`src/shared/owm_defines.svh`:
```
// Purpose: constants for the single-wire master configuration and status block
// Assumes: 40 MHz system clock, one clock domain
// Notes: field positions, reset values, pointer codes and timing counts
// Notes on behaviour
// - after power-up or device reset the configuration reads zero
// - configuration write accepted only when upper nibble inverts lower nibble
// - configuration reads return zero in the upper nibble
// - pullup, strong pullup and speed selections independent; pullup and speed persist
// - without active or strong pullup, rising edges are left to the resistor
// - with active pullup, drive high after threshold until on-time expires
// - no active pullup on presence pulse end or short recovery
// - strong pullup holds after slot edge until bus command, clear, or reset
// - external gate output low exactly while strong pullup conducts
// - strong pullup end clears its enable and leaves active pullup alone
// - speed cleared selects standard timing, slot within 65 us
// - speed cleared then bus reset returns everything to standard timing
// - busy flag is one for the whole bus command, zero after
// - presence flag set on presence sample, cleared otherwise or on short
// - bus commands and device reset move the read pointer to status
// - three readable registers chosen by a pointer set by last command
// - status read-only, bits change only in their defining commands
// - short sampled low sets short flag and forces presence flag zero
// - reads addressed at status sample the line into the level flag
// - device reset flag set on internal reset, cleared by configuration write
`ifndef OWM_DEFINES_SVH
`define OWM_DEFINES_SVH

// ==============================================
// configuration field positions
`define CFG_APU_BIT       0
`define CFG_SPU_BIT       2
`define CFG_ODS_BIT       3
`define CFG_RESET         8'h00
`define NIB_LO            3:0
`define NIB_HI            7:4
`define NIB_ZERO          4'h0

// ==============================================
// status field positions
`define ST_BUSY_BIT       0
`define ST_PRES_BIT       1
`define ST_SHORT_BIT      2
`define ST_LEVEL_BIT      3
`define ST_RST_BIT        4
`define ST_SBR_BIT        5
`define ST_TSB_BIT        6
`define ST_DIR_BIT        7

// ==============================================
// read pointer codes
`define PTR_STATUS        8'hf0
`define PTR_DATA          8'he1
`define PTR_CONFIG        8'hc3

// ==============================================
// timing: active pullup on-time and slot bound
`define CLK_MHZ           40
`define APU_ON_NS         2500
`define APU_ON_CYC        ((`APU_ON_NS * `CLK_MHZ) / 1000)
`define SLOT_STD_US       65
`define SLOT_STD_CYC      (`SLOT_STD_US * `CLK_MHZ)
`define TMR_W             12

`endif

```
`src/shared/owm_pkg.sv`:
```
// Purpose: types for the single-wire master configuration and status block
// Assumes: constants come from owm_defines.svh
// Notes: no imports are used anywhere; names are written with the package
package owm_pkg;

	// ==============================================
	// stored configuration selections
	typedef struct packed {
		logic overdrive_select;
		logic strong_pullup_enable;
		logic active_pullup_enable;
	} cfg_t;

	// ==============================================
	// events from the bus engine
	typedef struct packed {
		logic cmd_start;      // bus-generating command begins
		logic cmd_done;       // bus command completed
		logic is_bus_reset;   // the command starting is a bus reset
		logic presence_smp;   // presence sample point pulse
		logic short_smp;      // short sample point pulse
		logic bit1_smp;       // first bit sample pulse
		logic bit2_smp;       // second bit sample pulse
		logic dir_smp;        // direction result pulse
	} eng_ev_t;

	typedef enum logic [1:0] {
		PTR_SEL_STATUS,
		PTR_SEL_DATA,
		PTR_SEL_CONFIG
	} ptr_sel_t;

	typedef enum logic [1:0] {
		PU_IDLE,
		PU_ACTIVE,
		PU_STRONG
	} pu_state_t;

endpackage : owm_pkg

```
`src/core/owm_cfg_check.sv`:
```
// Purpose: configuration write check and stored selections
// Assumes: write pulse one cycle, data byte stable with it
// Notes: strong pullup clear request comes from the pullup sequencer
`timescale 1ns/1ps
`include "owm_defines.svh"
module owm_cfg_check (
	input  wire logic          sys_clk_i,
	input  wire logic          arst_n_i,
	input  wire logic          dev_rst_i,
	input  wire logic          wr_i,
	input  wire logic [7:0]    wdata_i,
	input  wire logic          spu_end_i,
	output owm_pkg::cfg_t      cfg_o,
	output logic               accepted_o
);
	// guard check: upper nibble must be the inverse of the lower
	function automatic logic nib_ok(input logic [7:0] b);
		nib_ok = (b[`NIB_HI] == ~b[`NIB_LO]);
	endfunction : nib_ok

	logic good;
	assign good = wr_i && nib_ok(wdata_i);

	// ==============================================
	// selections; a failed write keeps everything as it was
	always_ff @(posedge sys_clk_i or negedge arst_n_i) begin
		if (!arst_n_i) begin
			cfg_o <= '0;
		end else if (dev_rst_i) begin
			cfg_o <= '0;
		end else if (good) begin
			cfg_o.active_pullup_enable <= wdata_i[`CFG_APU_BIT];
			cfg_o.strong_pullup_enable <= wdata_i[`CFG_SPU_BIT];
			cfg_o.overdrive_select     <= wdata_i[`CFG_ODS_BIT];
		end else if (spu_end_i) begin
			cfg_o.strong_pullup_enable <= 1'b0;
		end
	end

	// accepted pulse for the reset flag clear
	always_ff @(posedge sys_clk_i or negedge arst_n_i) begin
		if (!arst_n_i) begin
			accepted_o <= 1'b0;
		end else begin
			accepted_o <= good;
		end
	end

	a_reject_keeps: assert property (@(posedge sys_clk_i) disable iff (!arst_n_i)
		(wr_i && !good && !dev_rst_i && !spu_end_i) |=> $stable(cfg_o))
		else $error("rejected write changed configuration");
	a_good_loads: assert property (@(posedge sys_clk_i) disable iff (!arst_n_i)
		(good && !dev_rst_i) |=> cfg_o.overdrive_select == $past(wdata_i[`CFG_ODS_BIT]))
		else $error("accepted write not stored");
endmodule : owm_cfg_check

```
`src/core/owm_pullup_seq.sv`:
```
// Purpose: active and strong pullup sequencing and external gate
// Assumes: rise_i pulses when a rising line crosses the input threshold
// Notes: on-time is a fixed count; strong pullup holds until released
`timescale 1ns/1ps
`include "owm_defines.svh"
module owm_pullup_seq (
	input  wire logic          sys_clk_i,
	input  wire logic          arst_n_i,
	input  wire logic          dev_rst_i,
	input  wire logic          rise_i,
	input  wire logic          no_apu_edge_i,
	input  wire logic          apu_en_i,
	input  wire logic          spu_en_i,
	input  wire logic          release_i,
	output logic               pullup_drive_o,
	output logic               ext_pullup_gate_n_o,
	output logic               spu_end_o
);
	owm_pkg::pu_state_t         st_q;
	logic [`TMR_W-1:0]          tmr_q;
	logic                       strong_go;
	logic                       apu_go;

	// presence end and short recovery never get the transistor
	assign strong_go = rise_i && !no_apu_edge_i && spu_en_i;
	assign apu_go    = rise_i && !no_apu_edge_i && apu_en_i && !spu_en_i;

	// ==============================================
	// pullup state and on-time counter
	always_ff @(posedge sys_clk_i or negedge arst_n_i) begin
		if (!arst_n_i) begin
			st_q  <= owm_pkg::PU_IDLE;
			tmr_q <= '0;
		end else if (dev_rst_i) begin
			st_q  <= owm_pkg::PU_IDLE;
			tmr_q <= '0;
		end else begin
			case (st_q)
				owm_pkg::PU_IDLE: begin
					if (strong_go) begin
						st_q <= owm_pkg::PU_STRONG;
					end else if (apu_go) begin
						st_q  <= owm_pkg::PU_ACTIVE;
						tmr_q <= `TMR_W'(`APU_ON_CYC - 1);
					end
				end
				owm_pkg::PU_ACTIVE: begin
					if (tmr_q == '0) begin
						st_q <= owm_pkg::PU_IDLE;
					end else begin
						tmr_q <= tmr_q - 1'b1;
					end
				end
				owm_pkg::PU_STRONG: begin
					if (release_i || !spu_en_i) begin
						st_q <= owm_pkg::PU_IDLE;
					end
				end
				default: st_q <= owm_pkg::PU_IDLE;
			endcase
		end
	end

	// outputs registered; gate low exactly with strong state
	always_ff @(posedge sys_clk_i or negedge arst_n_i) begin
		if (!arst_n_i) begin
			pullup_drive_o      <= 1'b0;
			ext_pullup_gate_n_o <= 1'b1;
			spu_end_o           <= 1'b0;
		end else begin
			pullup_drive_o      <= (st_q != owm_pkg::PU_IDLE);
			ext_pullup_gate_n_o <= (st_q != owm_pkg::PU_STRONG);
			spu_end_o           <= (st_q == owm_pkg::PU_STRONG) && release_i;
		end
	end

	a_gate_tracks: assert property (@(posedge sys_clk_i) disable iff (!arst_n_i)
		##1 (ext_pullup_gate_n_o == ($past(st_q) != owm_pkg::PU_STRONG)))
		else $error("gate does not follow strong pullup");
	a_no_apu_off: assert property (@(posedge sys_clk_i) disable iff (!arst_n_i)
		(st_q == owm_pkg::PU_IDLE && rise_i && !apu_en_i && !spu_en_i)
		|=> st_q == owm_pkg::PU_IDLE)
		else $error("pullup driven with active pullup off");
	a_apu_ontime: assert property (@(posedge sys_clk_i) disable iff (!arst_n_i)
		(st_q == owm_pkg::PU_IDLE && apu_go && !dev_rst_i)
		|=> (st_q == owm_pkg::PU_ACTIVE) [*8])
		else $error("active pullup ended early");
	a_skip_edge: assert property (@(posedge sys_clk_i) disable iff (!arst_n_i)
		(st_q == owm_pkg::PU_IDLE && no_apu_edge_i) |=> st_q == owm_pkg::PU_IDLE)
		else $error("pullup on presence or short edge");
	c_strong: cover property (@(posedge sys_clk_i) disable iff (!arst_n_i)
		st_q == owm_pkg::PU_STRONG ##1 st_q == owm_pkg::PU_IDLE);
	c_active: cover property (@(posedge sys_clk_i) disable iff (!arst_n_i)
		st_q == owm_pkg::PU_ACTIVE);
endmodule : owm_pullup_seq

```
`src/core/owm_cfg_status.sv`:
```
// Purpose: configuration, status and read pointer of the single-wire master
// Assumes: command layer and slot engine deliver one-cycle event pulses
// Notes: read data byte comes from the engine; this block selects it
`timescale 1ns/1ps
`include "owm_defines.svh"
module owm_cfg_status (
	input  wire logic            sys_clk_i,
	input  wire logic            arst_n_i,
	input  wire logic            dev_rst_cmd_i,
	input  wire logic            cfg_wr_i,
	input  wire logic [7:0]      cfg_wdata_i,
	input  wire logic            set_ptr_i,
	input  wire logic [7:0]      ptr_code_i,
	input  wire logic            read_addr_i,
	input  wire owm_pkg::eng_ev_t eng_ev_i,
	input  wire logic            line_i,
	input  wire logic            rise_i,
	input  wire logic            no_apu_edge_i,
	input  wire logic [7:0]      read_data_i,
	output logic [7:0]           rd_byte_o,
	output logic                 ptr_ack_o,
	output logic                 overdrive_select_o,
	output logic                 pullup_drive_o,
	output logic                 ext_pullup_gate_n_o
);
	owm_pkg::cfg_t       cfg;
	owm_pkg::ptr_sel_t   ptr_q;
	logic                cfg_ok;
	logic                spu_end;
	logic                busy_q;
	logic                pres_q;
	logic                short_q;
	logic                level_q;
	logic                rst_q;
	logic                sbr_q;
	logic                tsb_q;
	logic                dir_q;
	logic                in_reset_q;
	logic [7:0]          status;
	logic [7:0]          cfg_rd;

	// ==============================================
	// configuration store
	owm_cfg_check u_cfg (
		.sys_clk_i  (sys_clk_i),
		.arst_n_i   (arst_n_i),
		.dev_rst_i  (dev_rst_cmd_i),
		.wr_i       (cfg_wr_i),
		.wdata_i    (cfg_wdata_i),
		.spu_end_i  (spu_end),
		.cfg_o      (cfg),
		.accepted_o (cfg_ok)
	);

	// ==============================================
	// pullup sequencing; any new bus command releases strong pullup
	owm_pullup_seq u_pu (
		.sys_clk_i           (sys_clk_i),
		.arst_n_i            (arst_n_i),
		.dev_rst_i           (dev_rst_cmd_i),
		.rise_i              (rise_i),
		.no_apu_edge_i       (no_apu_edge_i),
		.apu_en_i            (cfg.active_pullup_enable),
		.spu_en_i            (cfg.strong_pullup_enable),
		.release_i           (eng_ev_i.cmd_start),
		.pullup_drive_o      (pullup_drive_o),
		.ext_pullup_gate_n_o (ext_pullup_gate_n_o),
		.spu_end_o           (spu_end)
	);

	// ==============================================
	// speed select straight from flop; reset takes it back to standard
	always_ff @(posedge sys_clk_i or negedge arst_n_i) begin
		if (!arst_n_i) begin
			overdrive_select_o <= 1'b0;
		end else if (dev_rst_cmd_i) begin
			overdrive_select_o <= 1'b0;
		end else begin
			// engine reads this at each command start, so a bus reset after a
			// clearing write already runs at standard speed
			overdrive_select_o <= cfg.overdrive_select;
		end
	end

	// ==============================================
	// busy flag: set on start, cleared on completion
	always_ff @(posedge sys_clk_i or negedge arst_n_i) begin
		if (!arst_n_i) begin
			busy_q <= 1'b0;
		end else if (dev_rst_cmd_i) begin
			busy_q <= 1'b0;
		end else if (eng_ev_i.cmd_start) begin
			busy_q <= 1'b1;
		end else if (eng_ev_i.cmd_done) begin
			busy_q <= 1'b0;
		end
	end

	// ==============================================
	// presence and short; only a bus reset or a device reset touches these
	always_ff @(posedge sys_clk_i or negedge arst_n_i) begin
		if (!arst_n_i) begin
			in_reset_q <= 1'b0;
		end else if (dev_rst_cmd_i) begin
			in_reset_q <= 1'b0;
		end else if (eng_ev_i.cmd_start) begin
			// a start that meets the previous completion must still open its window
			in_reset_q <= eng_ev_i.is_bus_reset;
		end else if (eng_ev_i.cmd_done) begin
			in_reset_q <= 1'b0;
		end
	end

	always_ff @(posedge sys_clk_i or negedge arst_n_i) begin
		if (!arst_n_i) begin
			pres_q  <= 1'b0;
			short_q <= 1'b0;
		end else if (dev_rst_cmd_i) begin
			pres_q  <= 1'b0;
			short_q <= 1'b0;
		end else if (in_reset_q) begin
			if (eng_ev_i.short_smp) begin
				short_q <= !line_i;
				if (!line_i) begin
					pres_q <= 1'b0;
				end
			end else if (eng_ev_i.presence_smp && !short_q) begin
				pres_q <= !line_i;
			end
		end
	end

	// ==============================================
	// bit results and direction, updated by sample pulses and cleared by device reset
	always_ff @(posedge sys_clk_i or negedge arst_n_i) begin
		if (!arst_n_i) begin
			sbr_q <= 1'b0;
			tsb_q <= 1'b0;
			dir_q <= 1'b0;
		end else if (dev_rst_cmd_i) begin
			sbr_q <= 1'b0;
			tsb_q <= 1'b0;
			dir_q <= 1'b0;
		end else begin
			if (eng_ev_i.bit1_smp) begin
				sbr_q <= line_i;
			end
			if (eng_ev_i.bit2_smp) begin
				tsb_q <= line_i;
			end
			if (eng_ev_i.dir_smp) begin
				dir_q <= line_i;
			end
		end
	end

	// ==============================================
	// line level sampled at read addressing with pointer at status
	always_ff @(posedge sys_clk_i or negedge arst_n_i) begin
		if (!arst_n_i) begin
			level_q <= 1'b0;
		end else if (read_addr_i && ptr_q == owm_pkg::PTR_SEL_STATUS) begin
			level_q <= line_i;
		end
	end

	// ==============================================
	// device reset flag; the set wins over a same-cycle clear
	always_ff @(posedge sys_clk_i or negedge arst_n_i) begin
		if (!arst_n_i) begin
			rst_q <= 1'b1;
		end else if (dev_rst_cmd_i) begin
			rst_q <= 1'b1;
		end else if (cfg_ok) begin
			rst_q <= 1'b0;
		end
	end

	// ==============================================
	// read pointer: last executed command decides
	always_ff @(posedge sys_clk_i or negedge arst_n_i) begin
		if (!arst_n_i) begin
			ptr_q     <= owm_pkg::PTR_SEL_STATUS;
			ptr_ack_o <= 1'b0;
		end else begin
			ptr_ack_o <= 1'b0;
			if (dev_rst_cmd_i || eng_ev_i.cmd_start) begin
				ptr_q <= owm_pkg::PTR_SEL_STATUS;
			end else if (cfg_wr_i) begin
				ptr_q <= owm_pkg::PTR_SEL_CONFIG;
			end else if (set_ptr_i) begin
				// invalid codes are not acknowledged and leave the pointer
				case (ptr_code_i)
					`PTR_STATUS: begin
						ptr_q     <= owm_pkg::PTR_SEL_STATUS;
						ptr_ack_o <= 1'b1;
					end
					`PTR_DATA: begin
						ptr_q     <= owm_pkg::PTR_SEL_DATA;
						ptr_ack_o <= 1'b1;
					end
					`PTR_CONFIG: begin
						ptr_q     <= owm_pkg::PTR_SEL_CONFIG;
						ptr_ack_o <= 1'b1;
					end
					default: ptr_q <= ptr_q;
				endcase
			end
		end
	end

	// ==============================================
	// status assembly and readback; status has no write path at all
	always_comb begin
		status                = 8'h00;
		status[`ST_BUSY_BIT]  = busy_q;
		status[`ST_PRES_BIT]  = pres_q;
		status[`ST_SHORT_BIT] = short_q;
		status[`ST_LEVEL_BIT] = level_q;
		status[`ST_RST_BIT]   = rst_q;
		status[`ST_SBR_BIT]   = sbr_q;
		status[`ST_TSB_BIT]   = tsb_q;
		status[`ST_DIR_BIT]   = dir_q;
		cfg_rd                = 8'h00;
		cfg_rd[`NIB_HI]       = `NIB_ZERO;
		cfg_rd[`CFG_APU_BIT]  = cfg.active_pullup_enable;
		cfg_rd[`CFG_SPU_BIT]  = cfg.strong_pullup_enable;
		cfg_rd[`CFG_ODS_BIT]  = cfg.overdrive_select;
	end

	always_ff @(posedge sys_clk_i or negedge arst_n_i) begin
		if (!arst_n_i) begin
			rd_byte_o <= 8'h00;
		end else begin
			case (ptr_q)
				owm_pkg::PTR_SEL_STATUS: rd_byte_o <= status;
				owm_pkg::PTR_SEL_DATA:   rd_byte_o <= read_data_i;
				owm_pkg::PTR_SEL_CONFIG: rd_byte_o <= cfg_rd;
				default:                 rd_byte_o <= 8'h00;
			endcase
		end
	end

	// ==============================================
	// checks
	a_cfg_reset_zero: assert property (@(posedge sys_clk_i) disable iff (!arst_n_i)
		dev_rst_cmd_i |=> (cfg == '0) ##1 !overdrive_select_o)
		else $error("configuration not cleared by reset");
	a_upper_nibble: assert property (@(posedge sys_clk_i) disable iff (!arst_n_i)
		$past(ptr_q) == owm_pkg::PTR_SEL_CONFIG |-> rd_byte_o[`NIB_HI] == `NIB_ZERO)
		else $error("upper nibble not zero");
	a_busy_span: assert property (@(posedge sys_clk_i) disable iff (!arst_n_i)
		(eng_ev_i.cmd_start && !dev_rst_cmd_i) |=> busy_q)
		else $error("busy not held during command");
	a_ptr_status: assert property (@(posedge sys_clk_i) disable iff (!arst_n_i)
		(dev_rst_cmd_i || eng_ev_i.cmd_start) |=> ptr_q == owm_pkg::PTR_SEL_STATUS)
		else $error("pointer not moved to status");
	a_short_kills: assert property (@(posedge sys_clk_i) disable iff (!arst_n_i)
		short_q |-> !pres_q)
		else $error("presence set with short");
	a_rst_clear: assert property (@(posedge sys_clk_i) disable iff (!arst_n_i)
		(cfg_ok && !dev_rst_cmd_i) |=> !rst_q)
		else $error("reset flag not cleared by configuration write");
	c_presence: cover property (@(posedge sys_clk_i) disable iff (!arst_n_i)
		$rose(pres_q));
	c_odrive: cover property (@(posedge sys_clk_i) disable iff (!arst_n_i)
		$rose(overdrive_select_o));
endmodule : owm_cfg_status

```
`config.mk`:
```
export PLATFORM = sky130hd
export DESIGN_NAME = owm_cfg_status
export DESIGN_NICKNAME = d
export VERILOG_FILES = /design/src/shared/owm_pkg.sv /design/src/core/owm_cfg_check.sv /design/src/core/owm_pullup_seq.sv /design/src/core/owm_cfg_status.sv
export VERILOG_INCLUDE_DIRS = /design/src /design/src/shared
export SDC_FILE = /design/constraint.sdc
export NUM_CORES = 1
export LEC_CHECK = 0
export BUFFER_PORTS_ARGS = -buffer_cell sky130_fd_sc_hd__buf_4
export CAP_MARGIN = 30
export CORE_MARGIN = 2
export CORE_UTILIZATION = 35
export CTS_BUF_LIST = sky130_fd_sc_hd__clkbuf_2 sky130_fd_sc_hd__clkbuf_4 sky130_fd_sc_hd__clkbuf_8
export DETAILED_ROUTE_END_ITERATION = 10
export PLACE_DENSITY = 0.52
export SYNTH_ARGS = -nofsm -noshare
export SYNTH_HDL_FRONTEND = slang
export SYNTH_HIERARCHICAL = 1
export SYNTH_SLANG_ARGS = --single-unit
```
`constraint.sdc`:
```
create_clock -name sys_clk_i -period 4.1 [get_ports sys_clk_i]
set_input_delay 0.615 -clock sys_clk_i [delete_from_list [all_inputs] [get_ports sys_clk_i]]
set_output_delay 0.615 -clock sys_clk_i [all_outputs]
set_load 0.02 [all_outputs]
```
## Word-level counts from Yosys, hierarchy flattened

Cells that the tools add are included.

- Register bits: 42
- Bits of input ports: 41
- Output and inout port bits: 12
- Logic and storage cells: 124

- Add/subtract/negate cells: 1
- Equal/unequal tests: 16
- Multiplexer cells: 47
- Bitwise logic cells: 1
- Reduce and logical (&&, ||, !) cells: 37

Operator list:

| kind | count |
|---|---|
| 12-bit 2-to-1 mux | 4 |
| 1-bit 2-to-1 mux | 30 |
| 8-bit == test (second input constant) | 3 |
| 12-bit case mux with 2 select lines | 1 |
| 8-bit case mux with 3 select lines | 1 |
| 2-bit 2-to-1 mux | 8 |
| 2-bit nonzero test | 8 |
| 3-bit nonzero test | 5 |
| 12-bit zero test | 1 |
| 2-bit case mux with 3 select lines | 2 |
| 12-bit by 1-bit subtractor with 12-bit output (second input constant) | 1 |
| 3-bit by 2-bit inequality test with 1-bit output (second input constant) | 3 |
| 3-bit inequality test (second input constant) | 3 |
| 1-bit logical AND | 8 |
| 3-bit AND reduction | 2 |
| 5-bit nonzero test | 1 |
| 2-bit by 1-bit == test with 1-bit output (second input constant) | 2 |
| 2-bit == test (second input constant) | 2 |
| 4-bit == test | 1 |
| 1-bit zero test | 4 |
| 2-bit zero test | 2 |
| 4-bit by 2-bit inequality test with 1-bit output (second input constant) | 1 |
| 4-bit inverter | 1 |
| 2-bit AND reduction | 2 |
| 5 further kinds | 6 |

## Logic depth before layout (Yosys ltp)

- Word-level depth: 8
- Mapped depth: 7
- Depth with buffers taken out: 6

## By module

Netlist, hierarchy kept.

Modules (own cells, without submodules):

| module | instances | cells each | area an instance (um^2) | sequential area each (um^2) |
|---|---|---|---|---|
| owm_pullup_seq | 1 | 95 | 983.4 | 426.7 |
| owm_cfg_status | 1 | 88 | 949.7 | 526.8 |
| owm_cfg_check | 1 | 21 | 227.7 | 100.1 |

## Worst setup path before layout

Ideal clock, no wire load.

- Path type: in2reg
- Start: in no_apu_edge_i
- End: reg u_pu.tmr_q[11]
- Setup time: 0.126 ns
- Data arrival time: 1.588 ns
- Data required time: 3.974 ns
- Setup slack: 2.386 ns
- Stages: 4
- Buffers on the path: 0
- Cells stage by stage: nor4bb_1 -> o21ba_2 -> a21oi_4 -> a221o_1

- Cells in the longest elaborated chain, start to end: 6
- Elaborated cells between the ends (all ways): 8
- Those cells by class: eq/ne: 2; reduce/logical: 6

RTL lines:

| what | line | text |
|---|---|---|
| start, declared | owm_cfg_status.sv:18 | `input wire logic no_apu_edge_i,` |
| 1-bit zero test * | owm_pullup_seq.sv:25, owm_pullup_seq.sv:26 |  |
| 1-bit logical AND * | owm_pullup_seq.sv:25, owm_pullup_seq.sv:26 |  |
| 1-bit logical AND (2 in a row) | owm_pullup_seq.sv:26 | `assign apu_go = rise_i && !no_apu_edge_i && apu_en_i && !spu_en_i;` |
| 3-bit by 2-bit inequality test with 1-bit output (no source line) | - |  |
| 4-bit AND reduction (no source line) * | - |  |
| end signal, assigned | owm_pullup_seq.sv:44 | `` tmr_q <= `TMR_W'(`APU_ON_CYC - 1); `` |
| end signal, assigned | owm_pullup_seq.sv:51 | `tmr_q <= tmr_q - 1'b1;` |
| end, declared | owm_pullup_seq.sv:20 | `` logic [`TMR_W-1:0] tmr_q; `` |

Every way passes the cells marked *; elsewhere a longest branch is shown, timed or not.
A chain may end at the register's enable or synchronous reset.

## Worst setup path in the final report

- Start: reg u_pu.tmr_q[4]
- End: reg u_pu.tmr_q[2]

- Cells in the longest elaborated chain, start to end: 3

RTL lines:

| what | line | text |
|---|---|---|
| 12-bit zero test | owm_pullup_seq.sv:48 | `if (tmr_q == '0) begin` |
| 3-bit inequality test (no source line) | - |  |
| 4-bit AND reduction (no source line) | - |  |

Every way passes these cells.

==> impl_metrics.json <==
{
  "status": "complete, no violations",
  "post_cts_buffers": 0,
  "worstSetupPathType": "reg2reg",
  "antenna_cells": 0,
  "maxSlewViolCount": 0,
  "start_kind": "flop",
  "relSlewSlack": 0.633,
  "syn_inst": 204,
  "synth_edf_count": 0,
  "gp_congestion": 0.791,
  "final_nets": 301,
  "ys.warnings.count": 6,
  "end_kind": "flop",
  "grt_pass1_wl_um": 8090,
  "die_area_um2": 6820,
  "dr.pass1.iters": 4,
  "ir_drop_mv": 0.139,
  "ios": 53,
  "holdBufCountCts": 0,
  "cap_violations": 0,
  "syn_area_per_cell_um2": 10.6,
  "power.leakage_nw": 1.33,
  "wl_per_cell_um": 14.5,
  "fin_tns_setup_ns": 0,
  "ant_nets": 0,
  "port-buffer-count": 52,
  "fin_crit_ns": 1.93,
  "antenna_found_initial": 0,
  "setup_viol": 0,
  "syn_nets": 247,
  "die_w_um": 82.6,
  "htree_levels": 2,
  "async_flop_share": 1.00,
  "clkLatencyLatePin_ns": 0.29,
  "vias": 1726,
  "fin_skew_ns": 0.00132,
  "path_clk_slew_ns": 0.08,
  "cp.arrival_ns": 2.11,
  "grt_overflow": 0,
  "first_global_vias": 1705,
  "finalPower_uw": 822,
  "fillers": 588,
  "drive_above_1_share": 0.282,
  "crit_required_ns": 4.28,
  "final_common_cell": "buf_4",
  "cts_resized": 0,
  "route.detailed.drc": 0,
  "synth-seq-area-share": 0.488,
  "synth_seq_cells": 42,
  "start_util": 0.363,
  "rsz0062_at_grt": "false",
  "via_per_inst": 5.17,
  "fin_crit_sh": 0.471,
  "grt_use_total": 0.159,
  "core-area_um2": 5960,
  "final_cell_mix": "buf_4 (52), dfrtp_1 (40), nor2_1 (25)",
  "finalHoldViolations": 0,
  "ys_types": 58,
  "cts_root_buf": "clkbuf_8",
  "hp-class": "in2async",
  "numCtsBuffers": 5,
  "yosys_most_used_dff": "dfrtp_1",
  "synth_area_um2": 2160,
  "clk_path_buf_depth": 2,
  "area_growth_pct": 25.5,
  "totalWireLength_um": 4850,
  "max_freq_mhz": 518,
  "dp_hpwl_um": 3500,
  "power_density_nw_per_um2": 303,
  "grt_max_degree": 43,
  "crit_fanout": 9,
  "row_count": 28,
  "first_iter_violations": 97,
  "die_y_um": 82.6,
  "tightest_slew_ns": 0.551,
  "cts_tree": "built",
  "numClockSinks": 42
}
metal layers:
layer  up-vias  track usage  part of all wire
li1        845            -                 -
met1       825        0.221              0.46
met2        49        0.241              0.47
met3         7       0.0293             0.045
met4         0       0.0689             0.017
met5         -            0                 0
worst max-delay path: stages (launching register included):
cell,delay (ns)
dfrtp_1,0.45
nor4_4,0.41
and4_1,0.51
nor2_4,0.12
a221o_1,0.31
cell type report:
class,count,area (um2),share of cell area
well taps,75,93.8,0.0346
clock buffers,7,90.1,0.0332
inverters,9,33.8,0.0125
flip-flops and latches,42,1050,0.388
repair buffers,52,390,0.144
multi-input cells,148,1050,0.386
clock inverters,1,5.00,0.00185
cell usage after synthesis (4+ instances only):
cell type / count / area [um2]
o21ai_1: 4 / 20.0
mux2i_1: 15 / 150
nand2_1: 15 / 56.3
a21o_1: 4 / 30.0
inv_1: 8 / 30.0
nor2_1: 25 / 93.8
dfrtp_1: 40 / 1000
nor2b_1: 4 / 25.0
nand2b_1: 4 / 25.0
a221o_1: 6 / 60.1
a21oi_1: 8 / 40.0
nor3_1: 5 / 25.0
state kept, by name, summed over array words and instances, names as in the netlist, 2 cells and up:
name and cells:
rd_byte_o 8, u_pu/tmr_q 12, u_cfg/cfg_o 3, u_pu/st_q 2, ptr_q 2
metrics by stage:
stage / hold WS [ns] / cell area (um2) / util / cells / setup slack, ns
2_1_floorplan: 0.319 / 2160 / - / 204 / 2.39
3_3_place_gp: 0.480 / 2620 / 0.439 / 326 / 2.15
3_5_place_dp: 0.489 / 2620 / 0.439 / 326 / 2.15
4_1_cts: 0.321 / 2710 / 0.455 / 334 / 2.19
5_1_grt: 0.342 / 2710 / 0.455 / 334 / 2.03
6_report: 0.297 / 2710 / 0.455 / 334 / 2.17
path summary, 6_finish.rpt:
kind                                 end          start  slack (ns)  cells past startpoint
setup / recovery           u_pu/tmr_q[2]  u_pu/tmr_q[4]        2.17                      4
hold / removal              u_pu/st_q[1]       arst_n_i        0.30                      1
setup reg to reg           u_pu/tmr_q[2]  u_pu/tmr_q[4]        2.17                      4
hold reg to reg                  level_q        level_q        0.51                      1
max in group asynchronous          rst_q       arst_n_i        3.41                      1
min in group sys_clk_i           level_q        level_q        0.51                      1
report_power, final:
group | internal (mW) | total (mW) | switching (mW) | leakage (nW)
clock | 0.142 | 0.280 | 0.137 | 0.0517
combinational | 0.0531 | 0.106 | 0.0531 | 0.712
sequential | 0.427 | 0.436 | 0.00863 | 0.563
total | 0.623 | 0.822 | 0.199 | 1.33
kinds of logic after synthesis:
group                    Yosys count  share of synthesized area
XOR/XNOR                           3                     0.0122
buffers and inverters             14                     0.0284
AO/OA/AOI/OAI                     42                      0.153
adder cells (fa/ha/maj)            2                     0.0116
multiplexers                      16                     0.0747
AND/OR/NAND/NOR                   85                      0.233
flip-flops                        42                      0.488
Note: power is estimated with default switching activity, not from simulation.
